$ cat src/hdl/cmd_pin_pkg.sv
// Package with constants and types for the command pin decoder
`default_nettype none
package cmd_pin_pkg;
	localparam int ADDR_W = 14;
	localparam int ROW_W = 17;
	localparam int OP_W = 18;
	localparam int BANKS = 16;
	localparam int AUTO_CLOSE_POS = 10;
	localparam int BURST_CUT_POS = 12;
	localparam int MR1_TERM_EN_POS = 0;
	localparam int MR1_TSTROBE_POS = 11;
	localparam int MR5_DM_POS = 10;
	localparam int MR5_WDBI_POS = 11;
	localparam int MR5_RDBI_POS = 12;
	localparam logic [2:0] MR_ONE = 3'h1;
	localparam logic [2:0] MR_FIVE = 3'h5;
	localparam logic [ADDR_W-1:0] MR1_RESET = 14'h0001;
	localparam logic [ADDR_W-1:0] MR5_RESET = 14'h0000;
	localparam logic [2:0] CMD_MRS = 3'h0;
	localparam logic [2:0] CMD_REF = 3'h1;
	localparam logic [2:0] CMD_PRE = 3'h2;
	localparam logic [2:0] CMD_WR = 3'h4;
	localparam logic [2:0] CMD_RD = 3'h5;
	localparam logic [2:0] CMD_NOP = 3'h7;

	typedef enum logic [2:0] {
		op_none, op_act, op_rd, op_wr, op_pre, op_mrs, op_ref, op_other
	} cmd_op_t;

	typedef enum {
		pw_active, pw_pre_pd, pw_act_pd, pw_self_ref
	} power_state_t;

	typedef struct packed {
		cmd_op_t op;
		logic [1:0] group;
		logic [1:0] bank;
		logic [ROW_W-1:0] row;
		logic [ADDR_W-1:0] addr;
		logic auto_close;
		logic close_all;
		logic full_burst;
	} cmd_t;

	typedef struct packed {
		logic mask_en;
		logic wr_invert_en;
		logic rd_invert_en;
		logic term_en;
		logic strobe_en;
	} cfg_t;
endpackage
`default_nettype wire

$ cat src/hdl/cmd_pin_decode.sv
// Command, address and control pin decoder with power state tracking
// How it works
// - Sample pins on rising clock edge
// - Chip select high masks command
// - Clock gate low disables buffers, drivers
// - Gate low enters power-down or self-refresh
// - Self-refresh exit from sampled gate input
// - Self-refresh disables all inputs except gate, reset and read data
// - Termination input high applies nominal termination
// - Termination input ignored when disabled
// - Activate low gives row bits 16, 15, 14
// - Activate high means pins form command
// - Mask low discards write beat
// - Mode five bits choose mask or invert
// - Inversion low means data inverted
// - Group inputs select group; upper by-eight
// - Mode set uses group0, banks for register
// - Bank inputs select bank within group
// - Address carries row, column or opcode
// - Bit ten high requests auto precharge
// - Precharge bit ten high closes all
// - Burst cut bit low chops burst
// - Reset asynchronous, active low, held high; code syncs it through two flops and resets synchronously
`default_nettype none
module cmd_pin_decode
	import cmd_pin_pkg::*;
#(
	parameter bit BY_EIGHT = 1'b1,
	parameter int BEATS_W = 8
) (
	input wire logic core_clk,
	input wire logic rst,
	input wire logic reset_pin_n,
	input wire logic clk_gate_in,
	input wire logic chip_sel_n,
	input wire logic activate_n,
	input wire logic row_strobe_addr16,
	input wire logic column_strobe_addr15,
	input wire logic write_strobe_addr14,
	input wire logic group_sel0,
	input wire logic group_sel1,
	input wire logic bank_sel0,
	input wire logic bank_sel1,
	input wire logic [ADDR_W-1:0] addr_in,
	input wire logic termination_ctrl_in,
	input wire logic [BEATS_W-1:0] wr_data_in,
	input wire logic write_mask,
	input wire logic bus_invert,
	input wire logic wr_beat_valid,
	input wire logic [BEATS_W-1:0] rd_data_in,
	input wire logic rd_invert_req,
	output cmd_t cmd_out,
	output logic cmd_valid,
	output cfg_t cfg_out,
	output logic [BANKS-1:0] bank_open,
	output logic clocks_on,
	output logic inputs_on,
	output logic drivers_on,
	output logic self_refresh,
	output logic act_power_down,
	output logic pre_power_down,
	output logic nominal_termination,
	output logic termination_strobe,
	output logic [BEATS_W-1:0] wr_data_out,
	output logic wr_data_valid,
	output logic [BEATS_W-1:0] rd_data_out,
	output logic rd_bus_invert
);
	logic rst_meta_q;
	logic rst_sync_q;
	logic int_rst;
	logic gate_meta_q;
	logic gate_q;
	logic cs_n_q;
	logic act_n_q;
	logic ras_q;
	logic cas_q;
	logic we_q;
	logic g0_q;
	logic g1_q;
	logic b0_q;
	logic b1_q;
	logic term_q;
	logic mask_q;
	logic inv_q;
	logic beat_q;
	logic [ADDR_W-1:0] addr_q;
	logic [BEATS_W-1:0] wdata_q;
	logic [ADDR_W-1:0] mr1_q;
	logic [ADDR_W-1:0] mr5_q;
	logic [BANKS-1:0] open_q;
	power_state_t pw_q;
	power_state_t pw_d;
	cmd_t cmd_d;
	cmd_t cmd_q;
	logic valid_d;
	logic valid_q;
	logic [3:0] bank_idx;
	logic [2:0] cmd_code;
	logic [2:0] mr_sel;
	logic in_en;
	logic [BEATS_W-1:0] wdata_d;
	logic [BEATS_W-1:0] rdata_q;
	logic wvalid_q;
	logic rinv_q;

	// Pin reset released through two flops
	always_ff @(posedge core_clk) begin
		rst_meta_q <= reset_pin_n;
		rst_sync_q <= rst_meta_q;
	end
	assign int_rst = rst | ~rst_sync_q;

	// Gate input synchroniser
	always_ff @(posedge core_clk) begin
		gate_meta_q <= clk_gate_in;
		gate_q <= gate_meta_q;
	end

	assign in_en = gate_q && pw_q != pw_self_ref;

	// Capture command and address pins on the rising clock edge
	always_ff @(posedge core_clk) begin
		if (int_rst) begin
			cs_n_q <= 1'b1;
			act_n_q <= 1'b1;
			ras_q <= 1'b1;
			cas_q <= 1'b1;
			we_q <= 1'b1;
			g0_q <= 1'b0;
			g1_q <= 1'b0;
			b0_q <= 1'b0;
			b1_q <= 1'b0;
			addr_q <= '0;
		end else if (in_en) begin
			cs_n_q <= chip_sel_n;
			act_n_q <= activate_n;
			ras_q <= row_strobe_addr16;
			cas_q <= column_strobe_addr15;
			we_q <= write_strobe_addr14;
			g0_q <= group_sel0;
			g1_q <= BY_EIGHT ? group_sel1 : 1'b0;
			b0_q <= bank_sel0;
			b1_q <= bank_sel1;
			addr_q <= addr_in;
		end else begin
			cs_n_q <= 1'b1;
		end
	end

	// Termination request, ignored while inputs are off
	always_ff @(posedge core_clk) begin
		if (int_rst)
			term_q <= 1'b0;
		else if (in_en)
			term_q <= termination_ctrl_in;
	end

	// Write beat with its mask and inversion pins
	always_ff @(posedge core_clk) begin
		if (int_rst) begin
			mask_q <= 1'b1;
			inv_q <= 1'b1;
			beat_q <= 1'b0;
			wdata_q <= '0;
		end else if (in_en) begin
			mask_q <= write_mask;
			inv_q <= bus_invert;
			beat_q <= wr_beat_valid;
			wdata_q <= wr_data_in;
		end else begin
			beat_q <= 1'b0;
		end
	end

	assign cmd_code = {ras_q, cas_q, we_q};
	assign bank_idx = {g1_q, g0_q, b1_q, b0_q};
	assign mr_sel = {g0_q, b1_q, b0_q};

	// Command decode
	always_comb begin
		cmd_d = '0;
		valid_d = 1'b0;
		cmd_d.group = {g1_q, g0_q};
		cmd_d.bank = {b1_q, b0_q};
		cmd_d.addr = addr_q;
		cmd_d.row = {ras_q, cas_q, we_q, addr_q};
		cmd_d.auto_close = addr_q[AUTO_CLOSE_POS];
		cmd_d.close_all = addr_q[AUTO_CLOSE_POS];
		cmd_d.full_burst = addr_q[BURST_CUT_POS];
		cmd_d.op = op_none;
		if (!cs_n_q) begin
			valid_d = 1'b1;
			if (!act_n_q) begin
				cmd_d.op = op_act;
			end else begin
				case (cmd_code)
					CMD_MRS: cmd_d.op = op_mrs;
					CMD_REF: cmd_d.op = op_ref;
					CMD_PRE: cmd_d.op = op_pre;
					CMD_WR: cmd_d.op = op_wr;
					CMD_RD: cmd_d.op = op_rd;
					CMD_NOP: begin
						cmd_d.op = op_none;
						valid_d = 1'b0;
					end
					default: cmd_d.op = op_other;
				endcase
			end
		end
	end

	always_ff @(posedge core_clk) begin
		if (int_rst) begin
			cmd_q <= '0;
			valid_q <= 1'b0;
		end else begin
			cmd_q <= cmd_d;
			valid_q <= valid_d;
		end
	end

	// Mode registers written by mode set
	always_ff @(posedge core_clk) begin
		if (int_rst) begin
			mr1_q <= MR1_RESET;
			mr5_q <= MR5_RESET;
		end else if (valid_d && cmd_d.op == op_mrs) begin
			if (mr_sel == MR_ONE)
				mr1_q <= addr_q;
			if (mr_sel == MR_FIVE)
				mr5_q <= addr_q;
		end
	end

	// Open row tracking, one flop per bank
	for (genvar b = 0; b < BANKS; b++) begin : g_bank
		logic hit;
		logic open_set;
		logic open_clr;
		assign hit = bank_idx == 4'(b);
		assign open_set = valid_d && cmd_d.op == op_act && hit;
		assign open_clr = valid_d &&
			((cmd_d.op == op_pre && (cmd_d.close_all || hit)) ||
			((cmd_d.op == op_rd || cmd_d.op == op_wr) &&
			cmd_d.auto_close && hit));
		always_ff @(posedge core_clk) begin
			if (int_rst)
				open_q[b] <= 1'b0;
			else if (open_set)
				open_q[b] <= 1'b1;
			else if (open_clr)
				open_q[b] <= 1'b0;
		end
	end

	// Power state
	always_comb begin
		pw_d = pw_q;
		case (pw_q)
			pw_active: begin
				if (!gate_q) begin
					if (|open_q)
						pw_d = pw_act_pd;
					else if (valid_q && cmd_q.op == op_ref)
						pw_d = pw_self_ref;
					else
						pw_d = pw_pre_pd;
				end
			end
			pw_pre_pd, pw_act_pd, pw_self_ref: begin
				if (gate_q)
					pw_d = pw_active;
			end
			default: pw_d = pw_active;
		endcase
	end

	always_ff @(posedge core_clk) begin
		if (int_rst)
			pw_q <= pw_active;
		else
			pw_q <= pw_d;
	end

	// Data path: mask and inversion
	always_comb begin
		wdata_d = wdata_q;
		if (cfg_out.wr_invert_en && !inv_q)
			wdata_d = ~wdata_q;
	end

	always_ff @(posedge core_clk) begin
		if (int_rst) begin
			wr_data_out <= '0;
			wvalid_q <= 1'b0;
		end else begin
			wr_data_out <= wdata_d;
			wvalid_q <= beat_q && !(cfg_out.mask_en && !mask_q);
		end
	end

	// Read data, inverted on request when read inversion is on
	always_ff @(posedge core_clk) begin
		if (int_rst) begin
			rdata_q <= '0;
			rinv_q <= 1'b1;
		end else if (cfg_out.rd_invert_en && rd_invert_req) begin
			rdata_q <= ~rd_data_in;
			rinv_q <= 1'b0;
		end else begin
			rdata_q <= rd_data_in;
			rinv_q <= 1'b1;
		end
	end

	assign cfg_out.mask_en = mr5_q[MR5_DM_POS];
	assign cfg_out.wr_invert_en = mr5_q[MR5_WDBI_POS];
	assign cfg_out.rd_invert_en = mr5_q[MR5_RDBI_POS];
	assign cfg_out.term_en = mr1_q[MR1_TERM_EN_POS];
	assign cfg_out.strobe_en = BY_EIGHT & mr1_q[MR1_TSTROBE_POS];

	assign cmd_out = cmd_q;
	assign cmd_valid = valid_q;
	assign bank_open = open_q;
	assign clocks_on = gate_q;
	assign inputs_on = in_en;
	assign drivers_on = gate_q;
	assign self_refresh = pw_q == pw_self_ref;
	assign act_power_down = pw_q == pw_act_pd;
	assign pre_power_down = pw_q == pw_pre_pd;
	assign nominal_termination = term_q & cfg_out.term_en;
	assign termination_strobe = nominal_termination & cfg_out.strobe_en;
	assign wr_data_valid = wvalid_q;
	assign rd_data_out = rdata_q;
	assign rd_bus_invert = rinv_q;
endmodule
`default_nettype wire

$ cat config.mk
export PLATFORM = sky130hd
export DESIGN_NAME = cmd_pin_decode
export DESIGN_NICKNAME = d
export VERILOG_FILES = /design/src/hdl/cmd_pin_pkg.sv /design/src/hdl/cmd_pin_decode.sv
export SDC_FILE = /design/constraint.sdc
export NUM_CORES = 1
export LEC_CHECK = 0
export ABC_AREA = 1
export BUFFER_PORTS_ARGS = -buffer_cell sky130_fd_sc_hd__buf_2
export CORE_MARGIN = 5
export CORE_UTILIZATION = 50
export CTS_BUF_LIST = sky130_fd_sc_hd__clkbuf_16
export DETAILED_ROUTE_END_ITERATION = 12
export PLACE_DENSITY = 0.86
export SLEW_MARGIN = 0
export SYNTH_ARGS = -nofsm -noshare
export SYNTH_HDL_FRONTEND = slang
export SYNTH_SLANG_ARGS = --single-unit
$ cat constraint.sdc
create_clock -name core_clk -period 2 [get_ports core_clk]
set_input_delay 0.3 -clock core_clk [delete_from_list [all_inputs] [get_ports core_clk]]
set_output_delay 0.3 -clock core_clk [all_outputs]
set_load 0.01 [all_outputs]
==> results of run 1 <==
sequential cells by signal (all words and copies together) (netlist names), 2 cells and up:
| signal | flops |
|---|---|
| cmd_out | 24 |
| bank_open | 16 |
| addr_q | 14 |
| rd_data_out | 8 |
| wdata_q | 8 |
| wr_data_out | 8 |
| mr5_q | 3 |
| mr1_q | 2 |
| pw_q | 2 |
worst max path at each step:
stage | slack, ns | startpoint | end | depth (start not counted)
2_1_floorplan | 0.62 | we_q | bank_open[7] | 8
3_3_place_gp | 0.46 | we_q | bank_open[6] | 8
3_5_place_dp | 0.42 | pw_q[1] | wdata_q[7] | 7
4_1_cts | 0.36 | pw_q[1] | inputs_on | 5
5_1_grt | 0.18 | pw_q[1] | wdata_q[1] | 7
6_report | 0.37 | clocks_on | inputs_on | 4
cell usage after synthesis, types with 2 or more instances:
master	n	share of area (%)
o211ai_1	4	0.74
nand2_1	67	6.2
nor2_2	2	0.31
buf_4	18	3.3
a21oi_1	24	2.9
nand3_1	44	5.4
buf_2	8	0.98
inv_2	7	0.64
clkbuf_1	10	0.92
o21ai_0	35	4.3
o22a_1	18	3.9
xor2_1	8	1.7
nor2_1	80	7.4
a21oi_2	11	2.4
dfxtp_1	105	52
inv_1	43	4.0
metal layers:
metal  part of all wire [%]  up-vias  track usage, %
met1                     41     1637            24.2
met3                    7.5       12            5.14
met2                     50      150            34.7
li1                       -     1822               -
met5                      0        -               0
met4                    1.4        0            7.15
stage by stage:
step | power, mW | utilization, % | cells | hold slack (ns)
2_1_floorplan | 2.40 | - | 497 | 0.310
3_3_place_gp | 2.51 | 58.5 | 710 | 0.313
3_5_place_dp | 2.52 | 58.5 | 710 | 0.320
4_1_cts | 4.46 | 62.6 | 725 | 0.0584
5_1_grt | 4.61 | 62.6 | 725 | 0.0564
6_report | 4.43 | 62.6 | 725 | 0.0610
report_power, final:
part           internal (mW)  switching, mW  total [mW]
Sequential              2.15         0.0249        2.17
Clock                   1.21          0.748        1.96
Combinational          0.114          0.183       0.297
cell families (layout without fill, tap and decap cells):
logic type / Yosys count / after routing / synth area share (%)
xor gates and xnor gates: 8 / 8 / 1.72
and+or+nand+nor: 203 / 203 / 22.1
AOI/OAI and AO/OA: 93 / 93 / 14.4
DFF: 105 / 105 / 51.6
buffers and inverters: 88 / 211 / 10.2
cell type report:
type,instances,area (sq um),share of cell area (%)
Clock buffer,9,225,4.44
Clock inverter,6,108,2.12
Inverter,50,188,3.70
Timing Repair Buffer,146,756,14.9
Multi-Input combinational cell,304,1560,30.8
Sequential cell,105,2100,41.5
Tap cell,105,131,2.59
worst max-delay path, stage by stage (launching register included):
cell and delay, ns:
dfxtp_1 0.37, inv_1 0.06, nor2_1 0.18, buf_4 0.22
buf_2 0.15
==> flow_summary.json, run 1 <==
{
  "cts_hold_buf": 0,
  "status": "finished, final reports clean",
  "pre_cts_ws_ns": 0.418,
  "slew_viol_final": 0,
  "grt_pass1_vias": 3613,
  "antenna_found_initial": 0,
  "ys_types": 29,
  "worstMarginPinSlew_ns": 0.409,
  "period_needed_ns": 1.63,
  "syn_area_sq_um": 4080,
  "die_h_um": 100,
  "layout_commonest_cell": "buf_2",
  "synthArstFlopShare_pct": 0,
  "core_area_sq_um": 8090,
  "worst_ep_arrival_time_ns": 1.33,
  "drc": 0,
  "cts_tree": "yes",
  "antenna_cells": 0,
  "fmax_ghz": 0.614,
  "grt_pass1_wl_um": 16500,
  "crit_type": "reg -> out",
  "post_dp_cell_area_sq_um": 4740,
  "leakagePower_nw": 2.32,
  "track_usage_pct": 20.1,
  "place_congestion": 0.870,
  "cp_max_fo": 12,
  "die_area_sq_um": 10100,
  "drive_gt1_share_pct": 30.3,
  "netlist_instances": 497,
  "reg2reg_from": "we_q",
  "fin_ws_ns": 0.370,
  "numCtsBuffers": 9,
  "cts.sinks": 105,
  "drtIter0Drc": 171,
  "synth_area_per_cell_sq_um": 8.20,
  "cts_buffer_depth": 2,
  "cap_viol_max_count": 0,
  "cts_root_buf": "clkbuf_16",
  "drtAntennaViolNets": 0,
  "worst_r2r_path_depth": 8,
  "whs_endpoint": "rst_meta_q",
  "rows": 33,
  "r2r_end": "bank_open[2]",
  "synthFlopType": "dfxtp_1",
  "drt-total-wl_um": 9910,
  "wl_per_cell_um": 13.7,
  "dp_hpwl_um": 7310,
  "rsz0062_at_grt": "no",
  "ys_warn_count": 0,
  "start_kind": "register",
  "regToRegSetupSlack_ns": 0.38,
  "pin_count": 137,
  "fillerInstances": 740,
  "worstPathRequired_ns": 1.70,
  "ctsHtreeMaxLevel": 3,
  "holdCritStartpoint": "reset_pin_n",
  "synth.net_count": 545,
  "seq_area_frac_synth_pct": 51.6,
  "end_kind": "primary output",
  "start_util_pct": 50.4,
  "clkTransAtPathRegs_ns": 0.07,
  "fin_skew_ns": 0.00510,
  "die_w_um": 100,
  "first_pass_iters": 8,
  "synth-seq-cells": 105,
  "area_growth_pct": 24.4,
  "cts.repair.resized": 0,
  "final_cell_mix": "buf_2, dfxtp_1, nor2_1",
  "synth-edff-count": 0,
  "relSlewSlack_pct": 72.7,
  "hold_class": "in -> reg",
  "io_buffers": 136,
  "cts_setup_buffers": 0,
  "fin_crit_sh_pct": 81.5,
  "design_area_sq_um": 5070,
  "p_per_area_nw_per_um2": 874,
  "clock_latency_ns": 0.34,
  "via_per_inst": 4.99,
  "nets": 664,
  "final_hold_viol_count": 0,
  "hold_depth": 1,
  "vias": 3621,
  "grt_max_degree": 30,
  "gr-total-overflow": 0,
  "final-setup-viol-count": 0,
  "ir_worst_vdd_v": 0.000667,
  "fin_setup_tns_ns": 0
}
Note: power is estimated with default switching activity, not from simulation.
==> run 2, diff against run 1 <==
--- a/config.mk
+++ b/config.mk
@@ -5,13 +5,13 @@
 export SDC_FILE = /design/constraint.sdc
 export NUM_CORES = 1
 export LEC_CHECK = 0
-export ABC_AREA = 1
+export ABC_AREA = 0
 export BUFFER_PORTS_ARGS = -buffer_cell sky130_fd_sc_hd__buf_2
 export CORE_MARGIN = 5
-export CORE_UTILIZATION = 50
+export CORE_UTILIZATION = 44
 export CTS_BUF_LIST = sky130_fd_sc_hd__clkbuf_16
 export DETAILED_ROUTE_END_ITERATION = 12
-export PLACE_DENSITY = 0.86
+export PLACE_DENSITY = 0.82
 export SLEW_MARGIN = 0
 export SYNTH_ARGS = -nofsm -noshare
 export SYNTH_HDL_FRONTEND = slang
==> constraint.sdc (replaced) <==
create_clock -name core_clk -period 1.35 [get_ports core_clk]
set_input_delay 0.2025 -clock core_clk [delete_from_list [all_inputs] [get_ports core_clk]]
set_output_delay 0.2025 -clock core_clk [all_outputs]
set_load 0.01 [all_outputs]
==> run 2 against run 1 <==
Effect of this change:
- the flow now finishes with violations (negative setup slack)
- clock-buffer cell count unchanged
- sequential cell count did not move
- global-route usage fell by 0.41 points
- area after synthesis is 5.3% lower
- cell area grew 2.5%
- first-iteration DRC count increased by 6.4%
- critical path depth unchanged
- clock power increased by 19%
- combinational power is 48% higher
- non-clock buffer count grew 33
- critical endpoint is now bank_open[7]
- largest cell class unchanged
==> flow_summary.json, run 2 <==
{
  "cp_max_fo": 8,
  "drive_gt1_share_pct": 37.4,
  "p_per_area_nw_per_um2": 1150,
  "fin_setup_tns_ns": -0.218,
  "drtAntennaViolNets": 0,
  "final_hold_viol_count": 0,
  "seqPwrFrac_pct": 53.6,
  "p_comb_share_pct": 7.4,
  "antenna_found_initial": 1,
  "grt_pass1_wl_um": 17600,
  "end_kind": "register",
  "crit_type": "reg -> reg",
  "core_area_sq_um": 8640,
  "fin_ws_ns": -0.0733,
  "worst_r2r_path_depth": 4,
  "grt_max_degree": 34,
  "io_buffers": 136,
  "hold_depth": 2,
  "total_power_mw": 5.97,
  "first_pass_iters": 5,
  "syn_area_sq_um": 3860,
  "cap_viol_max_count": 0,
  "wl_per_cell_um": 15.3,
  "start_kind": "register",
  "area_growth_pct": 34.7,
  "synth.net_count": 494,
  "fillerInstances": 760,
  "violations": "negative setup slack",
  "ir_worst_vdd_v": 0.000627,
  "reg2reg_from": "we_q",
  "relSlewSlack_pct": 73.1,
  "synth_largest_area_cell": "dfxtp_1",
  "worstPathRequired_ns": 1.58,
  "netlist_instances": 446,
  "worst_ep_arrival_time_ns": 1.65,
  "p_switching_mw": 1.38,
  "rsz0062_at_grt": "yes",
  "numCtsBuffers": 9,
  "clock_latency_ns": 0.34,
  "die_h_um": 104,
  "place_congestion": 0.817,
  "worstMarginPinSlew_ns": 0.402,
  "hold_class": "in -> reg",
  "synth_area_per_cell_sq_um": 8.65,
  "dp_hpwl_um": 7400,
  "synth.most_common_cell": "dfxtp_1",
  "synthTopCellsByArea": "dfxtp_1, nand2_1, a21oi_1",
  "ys_warn_count": 0,
  "drtIter0Drc": 182,
  "period_needed_ns": 1.42,
  "die_w_um": 104,
  "clkTransAtPathRegs_ns": 0.07,
  "drt-total-wl_um": 10800,
  "cts_buffer_depth": 2,
  "ctsHtreeMaxLevel": 3,
  "regToRegSetupSlack_ns": -0.07,
  "seq_area_frac_synth_pct": 54.5,
  "track_usage_pct": 19.7,
  "start_util_pct": 44.7,
  "power_frac_clock_pct": 39.0,
  "ys_top_cells_by_count": "dfxtp_1, nand2_1, a21oi_1, nand3_1, nor2_1",
  "fmax_ghz": 0.703,
  "internal_power_mw": 4.59,
  "cts.sinks": 105,
  "gr-total-overflow": 0,
  "whs_endpoint": "cs_n_q",
  "drc": 0,
  "rows": 34,
  "holdCritStartpoint": "chip_sel_n",
  "layout_commonest_cell": "buf_2",
  "via_per_inst": 5.04,
  "ys_types": 38,
  "grt_pass1_vias": 3517,
  "leakagePower_nw": 2.41,
  "nets": 640,
  "final-setup-viol-count": 5,
  "status": "complete, but fails checks",
  "post_dp_cell_area_sq_um": 4680,
  "synthFlopType": "dfxtp_1",
  "synth_top_area_share_pct": 54.5,
  "switching_share_pct": 23.0,
  "synth-edff-count": 0,
  "die_area_sq_um": 10700,
  "final_cell_mix": "buf_2, dfxtp_1, nand2_1",
  "vias": 3557,
  "r2r_end": "bank_open[7]",
  "cts_root_buf": "clkbuf_16",
  "largest_reg_flops": 24,
  "synth-seq-cells": 105,
  "slew_viol_final": 0,
  "design_area_sq_um": 5200,
  "cts_tree": "yes",
  "fin_skew_ns": 0.00722,
  "synthArstFlopShare_pct": 0,
  "fin_crit_sh_pct": 105,
  "pin_count": 137
}
## run 2: changes by cell type after synthesis, sizes merged, moves of 10 or more
cell	previous run	this run
o21ai	35	17
nand3	46	25
nand2	68	98
clkbuf	10	20
nor2	84	22
and2	0	19
inv	50	6
o22a	18	0
## run 2: cell type report
type / instances / area [sq um] / area share, %
diodes: 1 / 2.50 / 0.0482
flip-flops and latches: 105 / 2110 / 40.6
clock inverters: 7 / 40.0 / 0.771
inverters: 7 / 31.3 / 0.602
multi-input cells: 290 / 1590 / 30.7
well taps: 108 / 135 / 2.60
clock buffers: 9 / 225 / 4.33
repair buffers: 179 / 1060 / 20.4
## run 2: worst max-delay path by stage
stage | startpoint | to | slack (ns)
2_1_floorplan | we_q | bank_open[6] | -0.12
3_3_place_gp | we_q | bank_open[7] | -0.10
3_5_place_dp | we_q | bank_open[6] | -0.16
4_1_cts | we_q | bank_open[6] | -0.05
5_1_grt | we_q | bank_open[7] | -0.10
6_report | we_q | bank_open[7] | -0.07
## run 2: worst max-delay path, stage by stage, from the launching register on
cell and delay [ns]:
dfxtp_2 0.32, or3b_4 0.42, a21o_4 0.27, and2b_2 0.25, a21oi_2 0.06
## run 2: stage by stage
| step | hold slack, ns | util [%] | std cells | worst slack (ns) |
|---|---|---|---|---|
| floorplan | 0.230 | - | 446 | -0.118 |
| finish | 0.0674 | 60.2 | 706 | -0.0733 |
| CTS | 0.0610 | 59.1 | 702 | -0.0496 |
| global route | 0.0656 | 60.2 | 706 | -0.101 |
| global placement | 0.304 | 54.2 | 678 | -0.105 |
| detailed placement | 0.308 | 54.2 | 678 | -0.161 |
## run 2: power groups by stage
stage	Sequential [mW]	Clock, mW	Combinational [mW]
2_1_floorplan	3.28	0	0.196
3_3_place_gp	3.26	0	0.388
3_5_place_dp	3.27	0	0.396
4_1_cts	3.20	2.39	0.436
5_1_grt	3.21	2.51	0.484
6_report	3.20	2.33	0.441
## run 2: repair_timing
action	CTS	global route
cloned	2	1
endpoints found under the hold margin	2	0
pin swaps	9	6
gates resized for setup	18	22
hold buffers	2	0
setup endpoints to repair	21	27
buffers inserted	4	3
## run 2: kinds of logic (layout without fill, tap and decap cells)
family / Yosys count / count (layout) / synth area share (%)
xor gates and xnor gates: 16 / 16 / 3.63
and+or+nand+nor: 201 / 202 / 24.5
AOI/OAI and AO/OA: 71 / 72 / 10.1
buffers and inverters: 53 / 202 / 7.33
DFF: 105 / 105 / 54.5
other: 0 / 1 / 0
## run 2: layer usage
metal | global-route usage, % | part of all wire, % | vias to the layer above
met2 | 34.0 | 50 | 138
met3 | 4.98 | 6.7 | 15
met5 | 0 | 0 | -
met1 | 23.7 | 42 | 1658
met4 | 6.56 | 1.8 | 0
li1 | - | - | 1746
